$ cat config.mk
export PLATFORM = sky130hd
export DESIGN_NAME = misc_status_config_regs
export DESIGN_NICKNAME = d
export VERILOG_FILES = /design/src/misc_regs_pkg.sv /design/src/misc_status_config_regs.sv /design/src/rise_detect.sv
export SDC_FILE = /design/constraint.sdc
export NUM_CORES = 1
export LEC_CHECK = 0
export BUFFER_PORTS_ARGS = -buffer_cell sky130_fd_sc_hd__buf_4
export CORE_MARGIN = 2
export CORE_UTILIZATION = 53
export CTS_BUF_LIST = sky130_fd_sc_hd__clkbuf_4 sky130_fd_sc_hd__clkbuf_8
export CTS_CLUSTER_DIAMETER = 40
export CTS_CLUSTER_SIZE = 30
export DETAILED_ROUTE_END_ITERATION = 6
export PLACE_DENSITY = 0.95
export SKIP_LAST_GASP = 1
export SLEW_MARGIN = 10
export SYNTH_ARGS = -nofsm -noshare
export SYNTH_HDL_FRONTEND = slang
export SYNTH_HIERARCHICAL = 1
export SYNTH_SLANG_ARGS = --single-unit
$ cat constraint.sdc
create_clock -name clk -period 2.8 [get_ports clk]
set_clock_uncertainty 0.15 [all_clocks]
set_input_delay 0.28 -clock clk [delete_from_list [all_inputs] [get_ports clk]]
set_output_delay 0.28 -clock clk [all_outputs]
set_load 0.005 [all_outputs]
$ cat src/misc_regs_pkg.sv
`default_nettype none
package misc_regs_pkg;
   localparam logic [11:0] NCO_PHASE_B3_ADDR   = 12'h25C;
   localparam logic [11:0] STARTUP_STATE_ADDR  = 12'h270;
   localparam logic [11:0] SILICON_VAR_ADDR    = 12'h297;
   localparam logic [11:0] SUPPLY_NOISE_ADDR   = 12'h2A2;
   localparam logic [11:0] SYSREF_CAL_EN_ADDR  = 12'h2B0;
   localparam logic [15:0] NCO_PHASE_RESET     = 16'h0000;
   localparam logic [7:0]  SUPPLY_NOISE_RESET  = 8'h30;
   localparam logic [7:0]  SYSREF_CAL_RESET    = 8'h00;
   localparam int          DIGITAL_QUIET_BIT   = 5;
   localparam int          CLOCK_QUIET_BIT     = 4;
   localparam int          INIT_DONE_BIT       = 0;
   localparam int          CAL_ENABLE_BIT      = 0;
   localparam int          VARIANT_WIDTH       = 5;
endpackage
`default_nettype wire

$ cat src/misc_status_config_regs.sv
`timescale 1ns/1ps
`default_nettype none
module misc_status_config_regs #(
   parameter logic [4:0] VARIANT_CODE = 5'h1F  // Arbitrary value.
) (
   // Clock and reset.
   input  wire logic        clk,
   input  wire logic        rstn,
   // Register access port from the serial control logic.
   input  wire logic        reg_wr,
   input  wire logic        reg_rd,
   input  wire logic [11:0] reg_addr,
   input  wire logic [15:0] reg_wdata,
   output logic      [15:0] reg_rdata,
   // Status from the device.
   input  wire logic        init_done_in,
   // Controls to the datapath.
   output logic      [15:0] nco_phase_chan_b_preset3,
   output logic             digital_rail_quieting,
   output logic             clock_rail_quieting,
   output logic             cal_start,
   output logic             auto_delay_select
);
   logic [15:0] phase;
   logic [1:0]  noise;
   logic        cal_en;
   logic        init_meta;
   logic        init_sync;
   logic [15:0] next_rdata;

   // Both quieting bits come back on at reset, since quiet rails are the safe default.
   localparam logic [1:0]  NOISE_RESET  = {
      misc_regs_pkg::SUPPLY_NOISE_RESET[misc_regs_pkg::DIGITAL_QUIET_BIT],
      misc_regs_pkg::SUPPLY_NOISE_RESET[misc_regs_pkg::CLOCK_QUIET_BIT]
   };
   localparam logic [15:0] DIGITAL_MASK = 16'h0001 << misc_regs_pkg::DIGITAL_QUIET_BIT;
   localparam logic [15:0] CLOCK_MASK   = 16'h0001 << misc_regs_pkg::CLOCK_QUIET_BIT;
   localparam logic        CAL_RESET    =
      misc_regs_pkg::SYSREF_CAL_RESET[misc_regs_pkg::CAL_ENABLE_BIT];

   wire hit_phase = reg_addr == misc_regs_pkg::NCO_PHASE_B3_ADDR;
   wire hit_init  = reg_addr == misc_regs_pkg::STARTUP_STATE_ADDR;
   wire hit_var   = reg_addr == misc_regs_pkg::SILICON_VAR_ADDR;
   wire hit_noise = reg_addr == misc_regs_pkg::SUPPLY_NOISE_ADDR;
   wire hit_cal   = reg_addr == misc_regs_pkg::SYSREF_CAL_EN_ADDR;
   wire hit_any   = hit_phase | hit_init | hit_var | hit_noise | hit_cal;

   // The two read-only offsets get no write strobe, so a write there cannot disturb them.
   wire wr_phase  = reg_wr & hit_phase;
   wire wr_noise  = reg_wr & hit_noise;
   wire wr_cal    = reg_wr & hit_cal;

   wire next_digital_quiet = reg_wdata[misc_regs_pkg::DIGITAL_QUIET_BIT];
   wire next_clock_quiet   = reg_wdata[misc_regs_pkg::CLOCK_QUIET_BIT];
   wire next_cal_en        = reg_wdata[misc_regs_pkg::CAL_ENABLE_BIT];

   // Read words; every bit that no field owns is tied to zero.
   wire [15:0] word_phase = hit_phase ? phase : 16'h0000;
   wire [15:0] word_init  = hit_init ? {15'h0000, init_sync} : 16'h0000;
   wire [15:0] word_var   = hit_var ? {11'h000, VARIANT_CODE} : 16'h0000;
   wire [15:0] word_noise = hit_noise ? ((noise[1] ? DIGITAL_MASK : 16'h0000)
                            | (noise[0] ? CLOCK_MASK : 16'h0000)) : 16'h0000;
   wire [15:0] word_cal   = hit_cal ? {15'h0000, cal_en} : 16'h0000;

   // Initialization done comes from another domain, so it is synchronised first.
   always_ff @(posedge clk or negedge rstn) begin
      if (!rstn) begin
         init_meta <= 1'b0;
         init_sync <= 1'b0;
      end else begin
         init_meta <= init_done_in;
         init_sync <= init_meta;
      end
   end

   // Reserved bits are not stored, so writes to them have no effect.
   always_ff @(posedge clk or negedge rstn) begin
      if (!rstn) begin
         phase <= misc_regs_pkg::NCO_PHASE_RESET;
      end else if (wr_phase) begin
         phase <= reg_wdata;
      end
   end

   always_ff @(posedge clk or negedge rstn) begin
      if (!rstn) begin
         noise <= NOISE_RESET;
      end else if (wr_noise) begin
         noise <= {next_digital_quiet, next_clock_quiet};
      end
   end

   always_ff @(posedge clk or negedge rstn) begin
      if (!rstn) begin
         cal_en <= CAL_RESET;
      end else if (wr_cal) begin
         cal_en <= next_cal_en;
      end
   end

   assign nco_phase_chan_b_preset3 = phase;
   assign digital_rail_quieting = noise[1];
   assign clock_rail_quieting = noise[0];
   assign auto_delay_select = cal_en;

   rise_detect u_rise (
      .clk   (clk),
      .rstn  (rstn),
      .level (cal_en),
      .rise  (cal_start)
   );

   assign next_rdata = word_phase | word_init | word_var | word_noise | word_cal;

   always_ff @(posedge clk or negedge rstn) begin
      if (!rstn) begin
         reg_rdata <= 16'h0000;
      end else if (reg_rd) begin
         reg_rdata <= next_rdata;
      end
   end

   // Register behaviour as seen from the bus; everything here lives on the one clock.
   phase_write_a: assert property (
      @(posedge clk) disable iff (!rstn)
      reg_wr && hit_phase |=> phase == $past(reg_wdata))
      else $error("phase not written");
   phase_hold_a: assert property (
      @(posedge clk) disable iff (!rstn)
      !wr_phase |=> $stable(phase))
      else $error("phase changed without write");
   phase_read_a: assert property (
      @(posedge clk) disable iff (!rstn)
      reg_rd && hit_phase |=> reg_rdata == $past(phase))
      else $error("phase read wrong");
   init_read_a: assert property (
      @(posedge clk) disable iff (!rstn)
      reg_rd && hit_init && !init_sync |=> reg_rdata == 16'h0000)
      else $error("init read early");
   init_follow_a: assert property (
      @(posedge clk) disable iff (!rstn)
      reg_rd && hit_init |=> reg_rdata == {15'h0000, $past(init_sync)})
      else $error("init read wrong");
   init_lag_a: assert property (
      @(posedge clk) disable iff (!rstn)
      $rose(init_sync) |-> $past(init_done_in, 2))
      else $error("init flag rose without input");
   variant_ro_a: assert property (
      @(posedge clk) disable iff (!rstn)
      reg_rd && hit_var |=> reg_rdata[4:0] == VARIANT_CODE)
      else $error("variant wrong");
   rdata_hold_a: assert property (
      @(posedge clk) disable iff (!rstn)
      !reg_rd |=> $stable(reg_rdata))
      else $error("read data changed without read");
   digital_quiet_a: assert property (
      @(posedge clk) disable iff (!rstn)
      reg_wr && hit_noise |=> digital_rail_quieting == $past(reg_wdata[5]))
      else $error("digital quiet");
   clock_quiet_a: assert property (
      @(posedge clk) disable iff (!rstn)
      reg_wr && hit_noise |=> clock_rail_quieting == $past(reg_wdata[4]))
      else $error("clock quiet");
   noise_hold_a: assert property (
      @(posedge clk) disable iff (!rstn)
      !wr_noise |=> $stable(noise))
      else $error("quieting changed without write");
   noise_read_a: assert property (
      @(posedge clk) disable iff (!rstn)
      reg_rd && hit_noise |=>
      reg_rdata[misc_regs_pkg::DIGITAL_QUIET_BIT] == $past(digital_rail_quieting) &&
      reg_rdata[misc_regs_pkg::CLOCK_QUIET_BIT] == $past(clock_rail_quieting))
      else $error("quieting read wrong");
   cal_write_a: assert property (
      @(posedge clk) disable iff (!rstn)
      reg_wr && hit_cal |=> auto_delay_select == $past(reg_wdata[0]))
      else $error("cal enable");
   cal_hold_a: assert property (
      @(posedge clk) disable iff (!rstn)
      !wr_cal |=> $stable(cal_en))
      else $error("cal enable changed without write");
   cal_read_a: assert property (
      @(posedge clk) disable iff (!rstn)
      reg_rd && hit_cal |=> reg_rdata == {15'h0000, $past(auto_delay_select)})
      else $error("cal enable read wrong");
   cal_start_a: assert property (
      @(posedge clk) disable iff (!rstn)
      cal_start |-> auto_delay_select && !$past(auto_delay_select))
      else $error("bad start");
   cal_single_a: assert property (
      @(posedge clk) disable iff (!rstn)
      cal_start |=> !cal_start)
      else $error("start not one cycle");
   start_rise_a: assert property (
      @(posedge clk) disable iff (!rstn)
      wr_cal && next_cal_en && !cal_en |=> cal_start)
      else $error("start missing on rise");
   manual_quiet_a: assert property (
      @(posedge clk) disable iff (!rstn)
      !auto_delay_select |-> !cal_start)
      else $error("start in manual mode");
   reserved_rd_a: assert property (
      @(posedge clk) disable iff (!rstn)
      reg_rd && hit_noise |=> reg_rdata[3:0] == 4'h0 && reg_rdata[15:6] == 10'h000)
      else $error("reserved bits set");
   unmapped_rd_a: assert property (
      @(posedge clk) disable iff (!rstn)
      reg_rd && !hit_any |=> reg_rdata == 16'h0000)
      else $error("unmapped read not zero");
endmodule
`default_nettype wire

$ cat src/rise_detect.sv
`timescale 1ns/1ps
`default_nettype none
module rise_detect (
   // Clock and reset.
   input  wire logic clk,
   input  wire logic rstn,
   // Level in, pulse out.
   input  wire logic level,
   output logic      rise
);
   logic prev;

   always_ff @(posedge clk or negedge rstn) begin
      if (!rstn) begin
         prev <= 1'h0;
      end else begin
         prev <= level;
      end
   end

   assign rise = level & ~prev;
endmodule
`default_nettype wire

After elaboration in Yosys (flattened, before gate mapping). Cells that the tools add are included.

Register bits: 38. Logic and storage cells: 29. Input port bits: 33. RAM bits: 0. Bits in latches: 0. Memories kept: 0. Output and inout bits: 36. Bits in read-only memories: 0.

Multipliers: 0. Bitwise operators: 10. Mux-type cells: 7. Divide/modulo/power cells: 0. $add $sub $neg: 0. Reduce and logical (&&, ||, !) cells: 0. Magnitude comparators: 0. Equal/unequal tests: 5. Shift-type cells: 0.

Operator list (number): $eq A12 B10 Y1 const B (5); $or A16 B1 Y16 (2); $mux W16 (1); $or A16 B5 Y16 (1); $or A16 B6 Y16 (1); $mux W6 (2); $mux W5 (2); $or A6 B5 Y6 (1); $and A1 B1 Y1 (4); $mux W1 (2); $not A1 Y1 (1).

Logic depth before layout (Yosys ltp).
Depth after elaboration: 6. Depth in mapped cells: 6. Depth with buffers taken out: 4.

Modules after synthesis. The synthesis kept the hierarchy.

By module, submodules not included: misc_status_config_regs (sequential area each 928.4 um2, area each 1672.9 um2, cells each 136, instances 1); rise_detect (sequential area each 25.0 um2, area each 38.8 um2, cells each 2, instances 1).

Worst setup path after synthesis. Ideal clock, no wire load.

Path type: input to register. Start point: in reg_addr[8]. End point: reg phase[0], in the netlist nco_phase_chan_b_preset3[0]. Library setup time: 0.125 ns. Data arrival time: 1.746 ns. Setup slack: 0.779 ns. Data required time: 2.525 ns. Stages on the path: 6. Path buffers: 2. Path through: or4b_4 > nor2_4 > and3_1 > buf_6 > buf_12 > mux2_4.

Longest elaborated chain between the ends: 2.

Ends and longest elaborated chain: from (decl) (line misc_status_config_regs.sv:12) `input wire logic [11:0] reg_addr,`; $eq A12 B10 Y1 (line misc_status_config_regs.sv:41) `wire hit_phase = reg_addr == misc_regs_pkg::NCO_PHASE_B3_ADDR;`; $and A1 B1 Y1 (line misc_status_config_regs.sv:49) `wire wr_phase = reg_wr & hit_phase;`; to (signal assigned) (line misc_status_config_regs.sv:79) `phase <= misc_regs_pkg::NCO_PHASE_RESET;`; to (signal assigned) (line misc_status_config_regs.sv:81) `phase <= reg_wdata;`; to (decl) (line misc_status_config_regs.sv:24) `logic [15:0] phase;`.

Every way passes these cells. A chain may end at the register's enable or synchronous reset.

Worst setup path after layout.
Start point: in reg_addr[8]. End point: reg phase[13], in the netlist nco_phase_chan_b_preset3[13].

Same word-level chain as after synthesis.

==> implementation parameters <==
Parameter                              Value

Run status
  Result of the run    complete, no violations

Timing
  Summed negative setup slack over all endpoints    0 ps
  Share of the clock period used by the worst path after layout    67.8%
  Finish-stage setup viols    0
  Max-slew headroom    69.5%
  Setup repair after global routing missed its margin    false
  Count of endpoints failing hold in the final timing report    0
  Final Slew Violations    0
  Min setup slack post-route    902 ps
  Tightest Pin Transition    458 ps
  Max frequency    0.527 GHz
  Clock period minus worst slack    1900 ps

Die
  Initial cell density of the core    56.1%
  Die Wd    60.8 µm
  Boundary Pins    69
  DIE AREA    0.00370 mm²
  Die outline height    60.8 µm
  Rows    20
  Placeable core region    0.00305 mm²

Final layout
  Layout overhead on the synthesized area    37.8%
  Fill count    214
  Nets    247
  Highest-count cells in the layout ignoring fill and taps    70 x sky130_fd_sc_hd__buf_4, 36 x sky130_fd_sc_hd__dfrtp_1, 15 x sky130_fd_sc_hd__nand3_1
  Post-route cell area    0.00236 mm²
  Count of placed standard cells in the final layout, fillers left out    259
  Most frequent standard cell in the layout excluding fill and tap cells    sky130_fd_sc_hd__buf_4
  Combined area of the multi-input logic cells    669 µm²
  Fraction of layout instances using a drive strength above 1    50.2%
  Sequential cell area    953 µm²
  Antenna cell count    0

Min path
  Hold path cells    2
  Worst Hold Launch    reg_wdata[14]
  Type of the tightest min-delay check    in -> reg
  Destination of the worst hold path    nco_phase_chan_b_preset3[14]

Global routing
  Via count of the first global-routing pass    1265
  Wire length of the first global-routing pass    6040 µm
  Overall track demand over capacity in global routing    22.9%
  GRT overflow    0
  Largest net degree at the start of global routing    39
  Number of antenna violations at the first check in global routing    0

Synthesis
  Synth warnings    6
  Cell types with the largest area share after synthesis    sky130_fd_sc_hd__dfrtp_1 53%, sky130_fd_sc_hd__mux2_4 8.8%, sky130_fd_sc_hd__mux2_2 5.9%, sky130_fd_sc_hd__nand3_1 4.4%, sky130_fd_sc_hd__o21ai_0 3.8%
  Synthesized area per cell    12.4 µm²
  Cells after Synth    138
  Post-synth design cell area    0.00171 mm²
  Post-synthesis net count    171
  Fraction of post-synthesis cell area in the top cell type by area    52.6%
  Register area share after synthesis    55.7%
  Most area-hungry cell type in the Yosys netlist    sky130_fd_sc_hd__dfrtp_1
  Total of flip-flops plus latches after synthesis    38
  Post-synthesis cell type count    29

Place
  Number of buffers added on ports    68
  Total instance count after detailed placement    246
  Routability congestion estimate from global placement    0.788
  Minimum setup slack after placement    555 ps
  Placement-stage cell area    0.00224 mm²
  HPWL reported at the end of detailed placement    2830 µm

Run
  MaxCap Viol Count    0

Clock network
  Post-CTS Hold Buffers    2
  Clock buffer depth    2
  Number of H-tree levels    2
  Cell chosen for the clock root    sky130_fd_sc_hd__clkbuf_4
  Total CTS buffers    5
  Clock insertion delay at the later pin of the skew report    330 ps
  Clock tree from TritonCTS    yes
  Clock-pin transition on the worst setup and hold timing paths    110 ps
  Sink count of the clock tree    38
  Number of instances resized during post-cts repair    0
  Count of buffers added by post-CTS timing repair for setup    0

Power and ir drop
  Worst IR Drop VDD    0.000290 V
  Power, Total    0.954 mW
  Total leakage power    1.17 nW
  Total power divided by cell area    404 mW/mm²

Routing
  DRC violation total after the first TritonRoute iteration    27
  Drt pass-1 iters    4
  Antenna violation net count after detailed routing    0
  Total wirelength of the detailed-routed design    3770 µm
  Detail-routed via count per cell    5.08
  Via total after detailed routing    1316
  DRC violation count after routing    0
  Routed wirelength normalized by instance count    14.5 µm

Critical path
  Register-to-Register Setup Slack    1760 ps
  Path type of the worst setup path    in -> reg
  Startpoint of the worst register-to-register path    auto_delay_select
  Origin of the worst setup path    reg_addr[8]
  Arrival time of data at the critical path endpoint    1970 ps
  Startpoint type of the worst setup path    primary input
  Worst reg2reg endpoint    reg_rdata[0]
  Maximum fanout along the worst path    16
  Path depth of the worst reg2reg path    4
  Required time worst endpoint    2870 ps
  Crit. End Element    register
-- per-layer routing --
layer  wire length [µm]  GRT usage, %  vias to the layer above
met2               1870          36.1                       52
li1                   -             -                      629
met5                  0             0                        -
met1               1610          30.1                      627
met3                207          4.05                        8
met4                 85          12.7                        0
-- worst max path at each step --
stage,cells past startpoint,slack [ps],endpoint
after floorplan,6,780,nco_phase_chan_b_preset3[0]
after global placement,6,590,nco_phase_chan_b_preset3[14]
after detailed placement,6,560,nco_phase_chan_b_preset3[15]
after CTS,6,930,nco_phase_chan_b_preset3[13]
after global routing,6,880,nco_phase_chan_b_preset3[12]
final,6,900,nco_phase_chan_b_preset3[13]
-- kinds of logic after synthesis --
family | synth area share [%]
AND/OR/NAND/NOR | 16.7
AO/OA/AOI/OAI | 7.75
multiplexers | 14.7
buffers and inverters | 5.19
flip-flops | 55.7
-- stage by stage --
stage	util [%]	hold slack (ps)
floorplan	-	-166
finish	77.3	24.2
detailed placement	73.5	115
CTS	76.3	7.48
global route	77.3	1.55
global placement	73.5	116
-- synthesized netlist by cell type (all sizes together) --
library cell	n
buf	3
nand4bb	1
and3	1
a21oi	4
or3b	2
dfstp	2
nor4	2
nand4b	1
dfrtp	36
o211ai	2
inv	11
clkbuf	3
o21ai	14
nand3b	1
nand3	15
nor3	1
nor2	10
nor2b	1
nand2	3
or4b	1
o41ai	1
or2b	1
nand2b	3
mux2	19
-- power by group --
group          switching, mW  internal [mW]  total, mW  leakage, nW
clock                  0.176          0.121      0.297       0.0343
sequential           0.00496          0.556      0.561        0.512
combinational         0.0438         0.0514     0.0952        0.628
total                  0.225          0.729      0.954         1.17
-- state kept, by name (all words and copies together) (netlist names) --
register / flops
auto_delay_select: 1
nco_phase_chan_b_preset3: 16
u_rise/prev: 1
reg_rdata: 16
init_sync: 1
init_meta: 1
noise: 2
-- area by class of cell --
class | count | share of cell area (%)
clock inverter | 2 | 0.531
timing repair buffer | 75 | 24.4
multi-input combinational | 83 | 28.4
tap | 44 | 2.33
clock buffer | 6 | 2.18
sequential | 38 | 40.4
inverter | 11 | 1.75
-- worst max-delay path: stages --
cell and delay, ps:
sky130_fd_sc_hd__buf_4 110, sky130_fd_sc_hd__or4b_4 610, sky130_fd_sc_hd__nor2_4 170, sky130_fd_sc_hd__and3_1 160, sky130_fd_sc_hd__buf_4 270, sky130_fd_sc_hd__mux2_2 370
No activity file was read; power rests on OpenSTA's default activity.
